`src/core/security_lock_pkg.sv`:
```
// Shared constants, encodings and access decisions for the bus access security lock
`default_nettype none
package security_lock_pkg;

  // ****************************************
  // Widths and values after reset
  // ****************************************
  localparam int KEY_W = 16;
  localparam int WP_W = 8;
  localparam logic [KEY_W-1:0] KEY_INVALID = 16'h0000;
  localparam logic [KEY_W-1:0] ATTEMPT_RESET = 16'h0000;
  localparam logic [WP_W-1:0] WRITE_PROTECT_RESET = 8'h00;
  localparam logic [7:0] WRITE_PROTECT_CMD = 8'h10;
  localparam int WRONG_LIMIT_DEFAULT = 3;

  // ****************************************
  // Zone, method and register class codes
  // ****************************************
  localparam logic [1:0] WZONE_OPEN = 2'h0;
  localparam logic [1:0] WZONE_NO_CONFIG = 2'h1;
  localparam logic [1:0] WZONE_SECURE = 2'h2;
  localparam logic [1:0] RZONE_OPEN = 2'h0;
  localparam logic [1:0] RZONE_NO_CONFIG = 2'h1;
  localparam logic [1:0] RZONE_TELEMETRY = 2'h2;
  localparam logic [1:0] RZONE_SECURE = 2'h3;

  localparam logic [1:0] METHOD_PASSWORD = 2'h0;
  localparam logic [1:0] METHOD_PIN = 2'h1;
  localparam logic [1:0] METHOD_PIN_PASSWORD = 2'h2;
  localparam logic [1:0] METHOD_FOREVER = 2'h3;

  localparam logic [1:0] CLASS_CONFIG = 2'h0;
  localparam logic [1:0] CLASS_DEBUG = 2'h1;
  localparam logic [1:0] CLASS_TELEMETRY = 2'h2;
  localparam logic [1:0] CLASS_SECURITY = 2'h3;

  typedef enum logic [2:0] {
    ST_LOCKED = 3'b001,
    ST_UNLOCKED = 3'b010,
    ST_LOCKED_OUT = 3'b100
  } lock_state_e;

  // ****************************************
  // Access decisions
  // ****************************************
  // Security class stays reachable so a locked part can still be unlocked
  function automatic logic read_allowed(input logic [1:0] zone, input logic locked,
                                        input logic [1:0] cls);
    logic ok;
    ok = 1'b0;
    if (!locked || cls == CLASS_SECURITY) begin
      ok = 1'b1;
    end else begin
      case (zone)
        RZONE_OPEN: ok = 1'b1;
        RZONE_NO_CONFIG: ok = (cls == CLASS_DEBUG) || (cls == CLASS_TELEMETRY);
        RZONE_TELEMETRY: ok = (cls == CLASS_TELEMETRY);
        default: ok = 1'b0;
      endcase
    end
    return ok;
  endfunction

  // Unused write code 3 is treated as secure, the safe side
  function automatic logic write_allowed(input logic [1:0] zone, input logic locked,
                                         input logic [1:0] cls);
    logic ok;
    ok = 1'b0;
    if (!locked || cls == CLASS_SECURITY) begin
      ok = 1'b1;
    end else begin
      case (zone)
        WZONE_OPEN: ok = 1'b1;
        WZONE_NO_CONFIG: ok = (cls == CLASS_DEBUG) || (cls == CLASS_TELEMETRY);
        default: ok = 1'b0;
      endcase
    end
    return ok;
  endfunction

endpackage
`default_nettype wire

```
`src/core/bus_access_security_lock.sv`:
```
// Lock state, key attempts, lock pin and zone gating for the management port registers
// Functional notes
// Write zone selection: open, no-configuration, secure; default open.
// Read zone selection: open, no-configuration, telemetry, secure; default open.
// Locked reads: all, debug+telemetry, telemetry, none; unlocked reads all.
// Locked writes: all, debug+telemetry, none; unlocked writes all.
// Unlock methods: password, pin, pin plus password, permanent lock.
// Sixteen-bit stored key; zero is never a valid key.
// Writing the stored key into the attempt register unlocks.
// Writing any other value into the attempt register locks.
// Wrong attempts counted; at the limit further attempts are refused.
// Host changes key: unlock, store new key, then retry with it.
// Storing a new key leaves the device locked.
// Address offset sampled once from the dual pin at enable.
// After capture the dual pin serves only as lock input.
// In pin modes, pin high unlocks and pin low locks.
// Board keeps the pin undriven until the offset is sampled.
// Byte-wide write-protect command register, zero after reset.
// Pin plus password needs both; permanent lock never unlocks.
// Wrong-attempt limit is a parameter; counter clears on reset or unlock (here on reset or a correct key; a pin-mode unlock leaves it).
`default_nettype none
module bus_access_security_lock #(
  parameter int WRONG_LIMIT = security_lock_pkg::WRONG_LIMIT_DEFAULT,
  parameter int ADDR_W = 4
) (
  input wire logic sys_clk_in,
  input wire logic reset_in,
  input wire logic [1:0] write_zone_in,
  input wire logic [1:0] read_zone_in,
  input wire logic [1:0] unlock_method_in,
  input wire logic [security_lock_pkg::KEY_W-1:0] stored_unlock_key_in,
  input wire logic key_stored_in,
  input wire logic device_enable_in,
  input wire logic [ADDR_W-1:0] address_lock_dual_pin_code_in,
  input wire logic address_lock_dual_pin_in,
  input wire logic attempt_write_in,
  input wire logic [security_lock_pkg::KEY_W-1:0] attempt_data_in,
  input wire logic wp_write_in,
  input wire logic [security_lock_pkg::WP_W-1:0] wp_data_in,
  input wire logic req_valid_in,
  input wire logic req_write_in,
  input wire logic [1:0] req_class_in,
  output logic req_grant_out,
  output logic locked_out,
  output logic lockout_out,
  output logic [security_lock_pkg::KEY_W-1:0] key_attempt_out,
  output logic [ADDR_W-1:0] address_offset_out,
  output logic address_captured_out,
  output logic [security_lock_pkg::WP_W-1:0] write_protect_out
);
  import security_lock_pkg::*;

  localparam int CNT_W = $clog2(WRONG_LIMIT + 1);
  localparam logic [CNT_W-1:0] LIMIT_CNT = CNT_W'(WRONG_LIMIT);

  // ****************************************
  // Elaboration checks
  // ****************************************
  // A limit of zero would lock out before the first try
  if (WRONG_LIMIT < 1 || WRONG_LIMIT > 255) begin : g_bad_limit
    $error("WRONG_LIMIT must be 1 to 255");
  end
  if (ADDR_W < 1) begin : g_bad_addr
    $error("ADDR_W must be at least 1");
  end

  // ****************************************
  // State
  // ****************************************
  typedef struct packed {
    lock_state_e lock_state;
    logic key_match;
    logic [CNT_W-1:0] wrong_count;
    logic [KEY_W-1:0] attempt;
    logic addr_captured;
    logic [ADDR_W-1:0] addr_offset;
    logic [WP_W-1:0] write_protect;
  } state_s;

  state_s state;
  state_s next_state;
  logic key_valid;
  logic attempt_ok;
  logic pin_unlock;
  logic unlock_cond;
  logic locked_now;
  logic wp_allowed;

  assign locked_now = (state.lock_state != ST_UNLOCKED);
  assign key_valid = (stored_unlock_key_in != KEY_INVALID);
  assign attempt_ok = key_valid && (attempt_data_in == stored_unlock_key_in);
  // Pin level only counts once the address offset is latched
  assign pin_unlock = state.addr_captured && address_lock_dual_pin_in;
  // Write-protect byte is a configuration register itself
  assign wp_allowed = write_allowed(write_zone_in, locked_now, CLASS_CONFIG);

  // ****************************************
  // Next-state logic
  // ****************************************
  always_comb begin
    next_state = state;
    unlock_cond = 1'b0;
    // Dual pin sampled once at enable, never again
    if (device_enable_in && !state.addr_captured) begin
      next_state.addr_captured = 1'b1;
      next_state.addr_offset = address_lock_dual_pin_code_in;
    end
    // Attempts are refused once locked out; register holds its value
    if (attempt_write_in && state.lock_state != ST_LOCKED_OUT) begin
      next_state.attempt = attempt_data_in;
      if (attempt_ok) begin
        next_state.key_match = 1'b1;
        next_state.wrong_count = '0;
      end else begin
        next_state.key_match = 1'b0;
        if (state.wrong_count < LIMIT_CNT) begin
          next_state.wrong_count = state.wrong_count + CNT_W'(1);
        end
      end
    end
    // Storing a key wins over a same-cycle attempt
    if (key_stored_in) begin
      next_state.key_match = 1'b0;
    end
    if (wp_write_in && wp_allowed) begin
      next_state.write_protect = wp_data_in;
    end
    case (unlock_method_in)
      METHOD_PASSWORD: unlock_cond = next_state.key_match;
      METHOD_PIN: unlock_cond = pin_unlock;
      METHOD_PIN_PASSWORD: unlock_cond = pin_unlock && next_state.key_match;
      METHOD_FOREVER: unlock_cond = 1'b0;
      default: unlock_cond = 1'b0;
    endcase
    // Lockout is sticky until power-on reset, whatever the method
    case (state.lock_state)
      ST_LOCKED_OUT: next_state.lock_state = ST_LOCKED_OUT;
      ST_LOCKED, ST_UNLOCKED: begin
        if (next_state.wrong_count >= LIMIT_CNT) begin
          next_state.lock_state = ST_LOCKED_OUT;
        end else if (unlock_cond) begin
          next_state.lock_state = ST_UNLOCKED;
        end else begin
          next_state.lock_state = ST_LOCKED;
        end
      end
      default: next_state.lock_state = ST_LOCKED_OUT;
    endcase
  end

  // ****************************************
  // State register
  // ****************************************
  // Power-on reset: locked, open zones come from the store, counters clear
  always_ff @(posedge sys_clk_in) begin
    if (reset_in) begin
      state.lock_state <= ST_LOCKED;
      state.key_match <= 1'b0;
      state.wrong_count <= '0;
      state.attempt <= ATTEMPT_RESET;
      state.addr_captured <= 1'b0;
      state.addr_offset <= '0;
      state.write_protect <= WRITE_PROTECT_RESET;
    end else begin
      state <= next_state;
    end
  end

  // ****************************************
  // Access gate and outputs
  // ****************************************
  // Zone selections default to open in the store, so all passes after erase
  zone_access_check u_zone_check (
    .read_zone_in(read_zone_in),
    .write_zone_in(write_zone_in),
    .locked_in(locked_now),
    .valid_in(req_valid_in),
    .is_write_in(req_write_in),
    .class_in(req_class_in),
    .grant_out(req_grant_out)
  );

  assign locked_out = locked_now;
  assign lockout_out = (state.lock_state == ST_LOCKED_OUT);
  assign key_attempt_out = state.attempt;
  assign address_offset_out = state.addr_offset;
  assign address_captured_out = state.addr_captured;
  assign write_protect_out = state.write_protect;
endmodule
`default_nettype wire

```
`src/core/zone_access_check.sv`:
```
// Combinational read/write permission check for one register access request
`default_nettype none
module zone_access_check (
  input wire logic [1:0] read_zone_in,
  input wire logic [1:0] write_zone_in,
  input wire logic locked_in,
  input wire logic valid_in,
  input wire logic is_write_in,
  input wire logic [1:0] class_in,
  output logic grant_out
);
  import security_lock_pkg::*;

  // ****************************************
  // Zone lookup
  // ****************************************
  // Reads and writes use separate zone selections
  always_comb begin
    if (!valid_in) begin
      grant_out = 1'b0;
    end else if (is_write_in) begin
      grant_out = write_allowed(write_zone_in, locked_in, class_in);
    end else begin
      grant_out = read_allowed(read_zone_in, locked_in, class_in);
    end
  end
endmodule
`default_nettype wire
```
`config.mk`:
```
export PLATFORM = sky130hd
export DESIGN_NAME = bus_access_security_lock
export DESIGN_NICKNAME = d
export VERILOG_FILES = /design/src/core/security_lock_pkg.sv /design/src/core/bus_access_security_lock.sv /design/src/core/zone_access_check.sv
export SDC_FILE = /design/constraint.sdc
export NUM_CORES = 1
export LEC_CHECK = 0
export ABC_AREA = 0
export BUFFER_PORTS_ARGS = -buffer_cell sky130_fd_sc_hd__buf_4
export CAP_MARGIN = 20
export CORE_MARGIN = 2
export CORE_UTILIZATION = 49
export CTS_CLUSTER_SIZE = 24
export DETAILED_ROUTE_END_ITERATION = 10
export PLACE_DENSITY = 0.94
export SETUP_SLACK_MARGIN = 0.1
export SLEW_MARGIN = 15
export SYNTH_ARGS = -nofsm -noshare
export SYNTH_HDL_FRONTEND = slang
export SYNTH_SLANG_ARGS = --single-unit
```
`constraint.sdc`:
```
create_clock -name sys_clk_in -period 2.42 [get_ports sys_clk_in]
set_input_delay 0 -clock sys_clk_in [delete_from_list [all_inputs] [get_ports sys_clk_in]]
set_output_delay 0 -clock sys_clk_in [all_outputs]
set_load 0.01 [all_outputs]
```
==> summary.txt <==
Run status
  – Status: finished, violations left
  – Failing checks: hold timing

Drt
  – Routed Antenna Nets: 0
  – WL/cell: 14.59 µm
  – DR vias/cell: 4.947
  – DRC errors left: 0
  – Routed wire length: 5193 µm
  – Drt pass-1 iters: 4
  – Via count: 1761
  – Drt initial violations: 72

Die
  – Initial Utilization: 0.5109
  – Die Y: 65.79 µm
  – Placement row count: 22
  – Core footprint: 3661 µm²
  – Die area: 4328 µm²
  – I/O pins: 93
  – Die width: 65.79 µm

Clock network
  – CTS sink cnt: 35
  – TritonCTS clock tree: done
  – Clock Path Buffers: 2
  – CTS buffer count: 5
  – Clk_lat worst skew: 280 ps
  – Clk slew on worst S/H paths: 70 ps
  – Post-CTS Resized: 0
  – Cts hold-fix bufs: 25
  – Htree depth: 2
  – Clock Tree Root: clkbuf_8
  – Post-CTS setup repair buffer count: 0

Logic synthesis
  – Ys Warns: 0
  – Count of flip-flops with a built-in enable after synthesis: 0
  – Mapped Cells: 218
  – Post-synthesis sequential area ratio: 0.3746
  – Share of the synthesized area in the top cell type: 0.3746
  – Post-synth cell types: 34
  – Ys flop type: dfxtp_1
  – Post-synthesis cell area: 1871 µm²
  – Ys async rst share: 0
  – Post-Syn Nets: 281
  – Yosys top cell by area: dfxtp_1
  – Yosys reg bits: 35
  – Syn_area_per_cell: 8.580 µm²
  – Largest cells by area after synthesis: dfxtp_1, buf_4, xnor2_1

Timing
  – Slew HR: 0.6350
  – Slew Viols, Final: 0
  – Slew @ Worst Pin: 547.5 ps
  – Setup TNS: 0 ps
  – Max frequency: 567.4 MHz
  – Part of the cycle the worst path needs: 0.7283
  – Minimum clock period: 1762 ps
  – Final Hold Vio Count: 1
  – Unrepaired setup endpoints after global routing: false
  – PnR worst setup slack: 657.5 ps
  – Hold slack: -0.6829 ps
  – Setup skew after layout: 9.405 ps
  – Setup Viol. Count Final: 0

Critical path
  – Arr. time, crit path: 1930 ps
  – Critical Path Sink Type: flop
  – Slowest CP cell: dlygate4sd3_1
  – Cell Chain, Critical Path: dlygate4sd3_1 -> buf_4 -> xnor2_1 -> nand4_1 -> nor4_4 -> a22oi_2 -> a221oi_2
  – Max incr delay on CP: 540 ps
  – CP Launch Type: input port
  – Crit Path Class: in -> reg
  – Data required time at the worst endpoint: 2590 ps
  – Crit path max fanout: 4

Min path
  – Worst min-delay path class: in -> reg

Finish
  – Design area: 2749 µm²
  – Fillers: 275
  – Final core occ: 0.7509
  – Layout net count: 371
  – Area delta synth->final: 46.96%
  – Share of cells above drive strength 1: 0.3539
  – Ant diodes: 0

Placed design
  – Port Buffers: 92
  – Placer Congestion: 0.9345
  – Cell Area, Placed: 2386 µm²
  – DP Worst Slack: 876.8 ps
  – Final HPWL from detailed placement: 3487 µm

GRT
  – Vias in the first global route: 1783
  – Congestion Overflow GR: 0
  – Largest net degree at the start of global routing: 36
  – Global-route wire length before repair: 8086 µm
  – Antenna violations before repair: 0
  – Total GRT Usage: 0.2485

Pwr
  – VDD IR max: 0.4060 mV
  – Final Power: 1.472 mW
  – PD cells: 535.5 nW/µm²
  – Leak Pwr: 1.255 nW

Flow run
  – Max Cap Viol: 0
## final cells by class
type,count,area [µm²],share of cell area
clock buffer,6,72.57,0.02640
sequential,35,700.7,0.2549
timing repair buffer,120,965.9,0.3514
clock inverter,1,30.03,0.01092
multi-input combinational,141,900.9,0.3277
tap,48,60.06,0.02185
inverter,5,18.77,0.006827
## synth_stat cells (2+ instances only)
master	number
xnor2_1	17
a211oi_1	3
clkbuf_1	5
nand2_1	35
nor2_1	19
nor4_1	4
buf_2	2
nand2b_1	2
dfxtp_1	35
a21oi_1	17
nand4_1	5
mux2i_1	12
nor3b_1	2
ha_1	2
nor2b_1	4
nand3_1	2
a221oi_2	2
inv_1	5
o21ai_0	2
buf_4	29
## through the flow
stage                     hold slack, ps  cells
after floorplan                    72.99    218
after global placement             196.8    323
after detailed placement           197.7    323
after CTS                         0.5495    355
after global routing               2.180    356
final                            -0.6829    356
## layout by cell type, fill, tap and decap left out, drive strengths merged
cell type	n
a22oi	1
buf	94
clkbuf	6
a211oi	4
nand4	5
o211ai	1
o22a	1
nand2	35
a221oi	2
nor3b	3
mux2i	12
ha	2
dlygate4sd3	26
xnor2	17
and3	1
inv	5
nor2b	4
o41ai	1
bufinv	1
nand2b	2
nand3	2
dfxtp	35
and2	2
a31oi	1
o21ai	3
nor4	5
o41a	1
a21oi	17
nor2	19
## state kept, by name, indices dropped and copies added, names as in the netlist
| signal | cells |
|---|---|
| write_protect_out | 8 |
| address_captured_out | 1 |
| state | 6 |
| key_attempt_out | 16 |
| address_offset_out | 4 |
## logic make-up (layout without fill, tap and decap cells)
kind of cell	count (synthesis)	count (layout)	share of synthesized area
flip-flops	35	35	0.3746
adder cells (fa/ha/maj)	2	2	0.01338
multiplexers	12	12	0.06422
buffers and inverters	42	132	0.1438
XOR/XNOR	17	17	0.07960
AO/OA/AOI/OAI	32	32	0.1238
AND/OR/NAND/NOR	78	78	0.2007
## worst max-delay path, delay by kind of cell
family                 cells  cell delay, ps
AND/OR/NAND/NOR            2             570
XOR/XNOR                   1             230
buffers and inverters      2             680
AO/OA/AOI/OAI              2             460
## path summary, 6_finish.rpt
kind / from / endpoint / slack (ps) / cells past startpoint
hold / removal: attempt_data_in[11] / key_attempt_out[11] / -0.7 / 3
setup reg to reg: state[34] / state[31] / 830 / 5
hold reg to reg: key_attempt_out[15] / key_attempt_out[15] / 460 / 2
setup / recovery: attempt_data_in[15] / state[32] / 660 / 7
## power breakdown
group          total (mW)  leakage (nW)  internal (mW)  switching (mW)
sequential          0.633         0.287          0.611          0.0217
clock               0.495        0.0513          0.302           0.193
combinational       0.344         0.916          0.193           0.151
## layer usage
| metal | part of all wire | vias up | track usage |
|---|---|---|---|
| met3 | 0.048 | 14 | 0.06985 |
| met4 | 0.030 | 0 | 0.1146 |
| met2 | 0.55 | 49 | 0.4520 |
| met1 | 0.38 | 814 | 0.2624 |
| li1 | - | 884 | - |
| met5 | 0 | - | 0 |
Note: power is estimated with default switching activity, not from simulation.
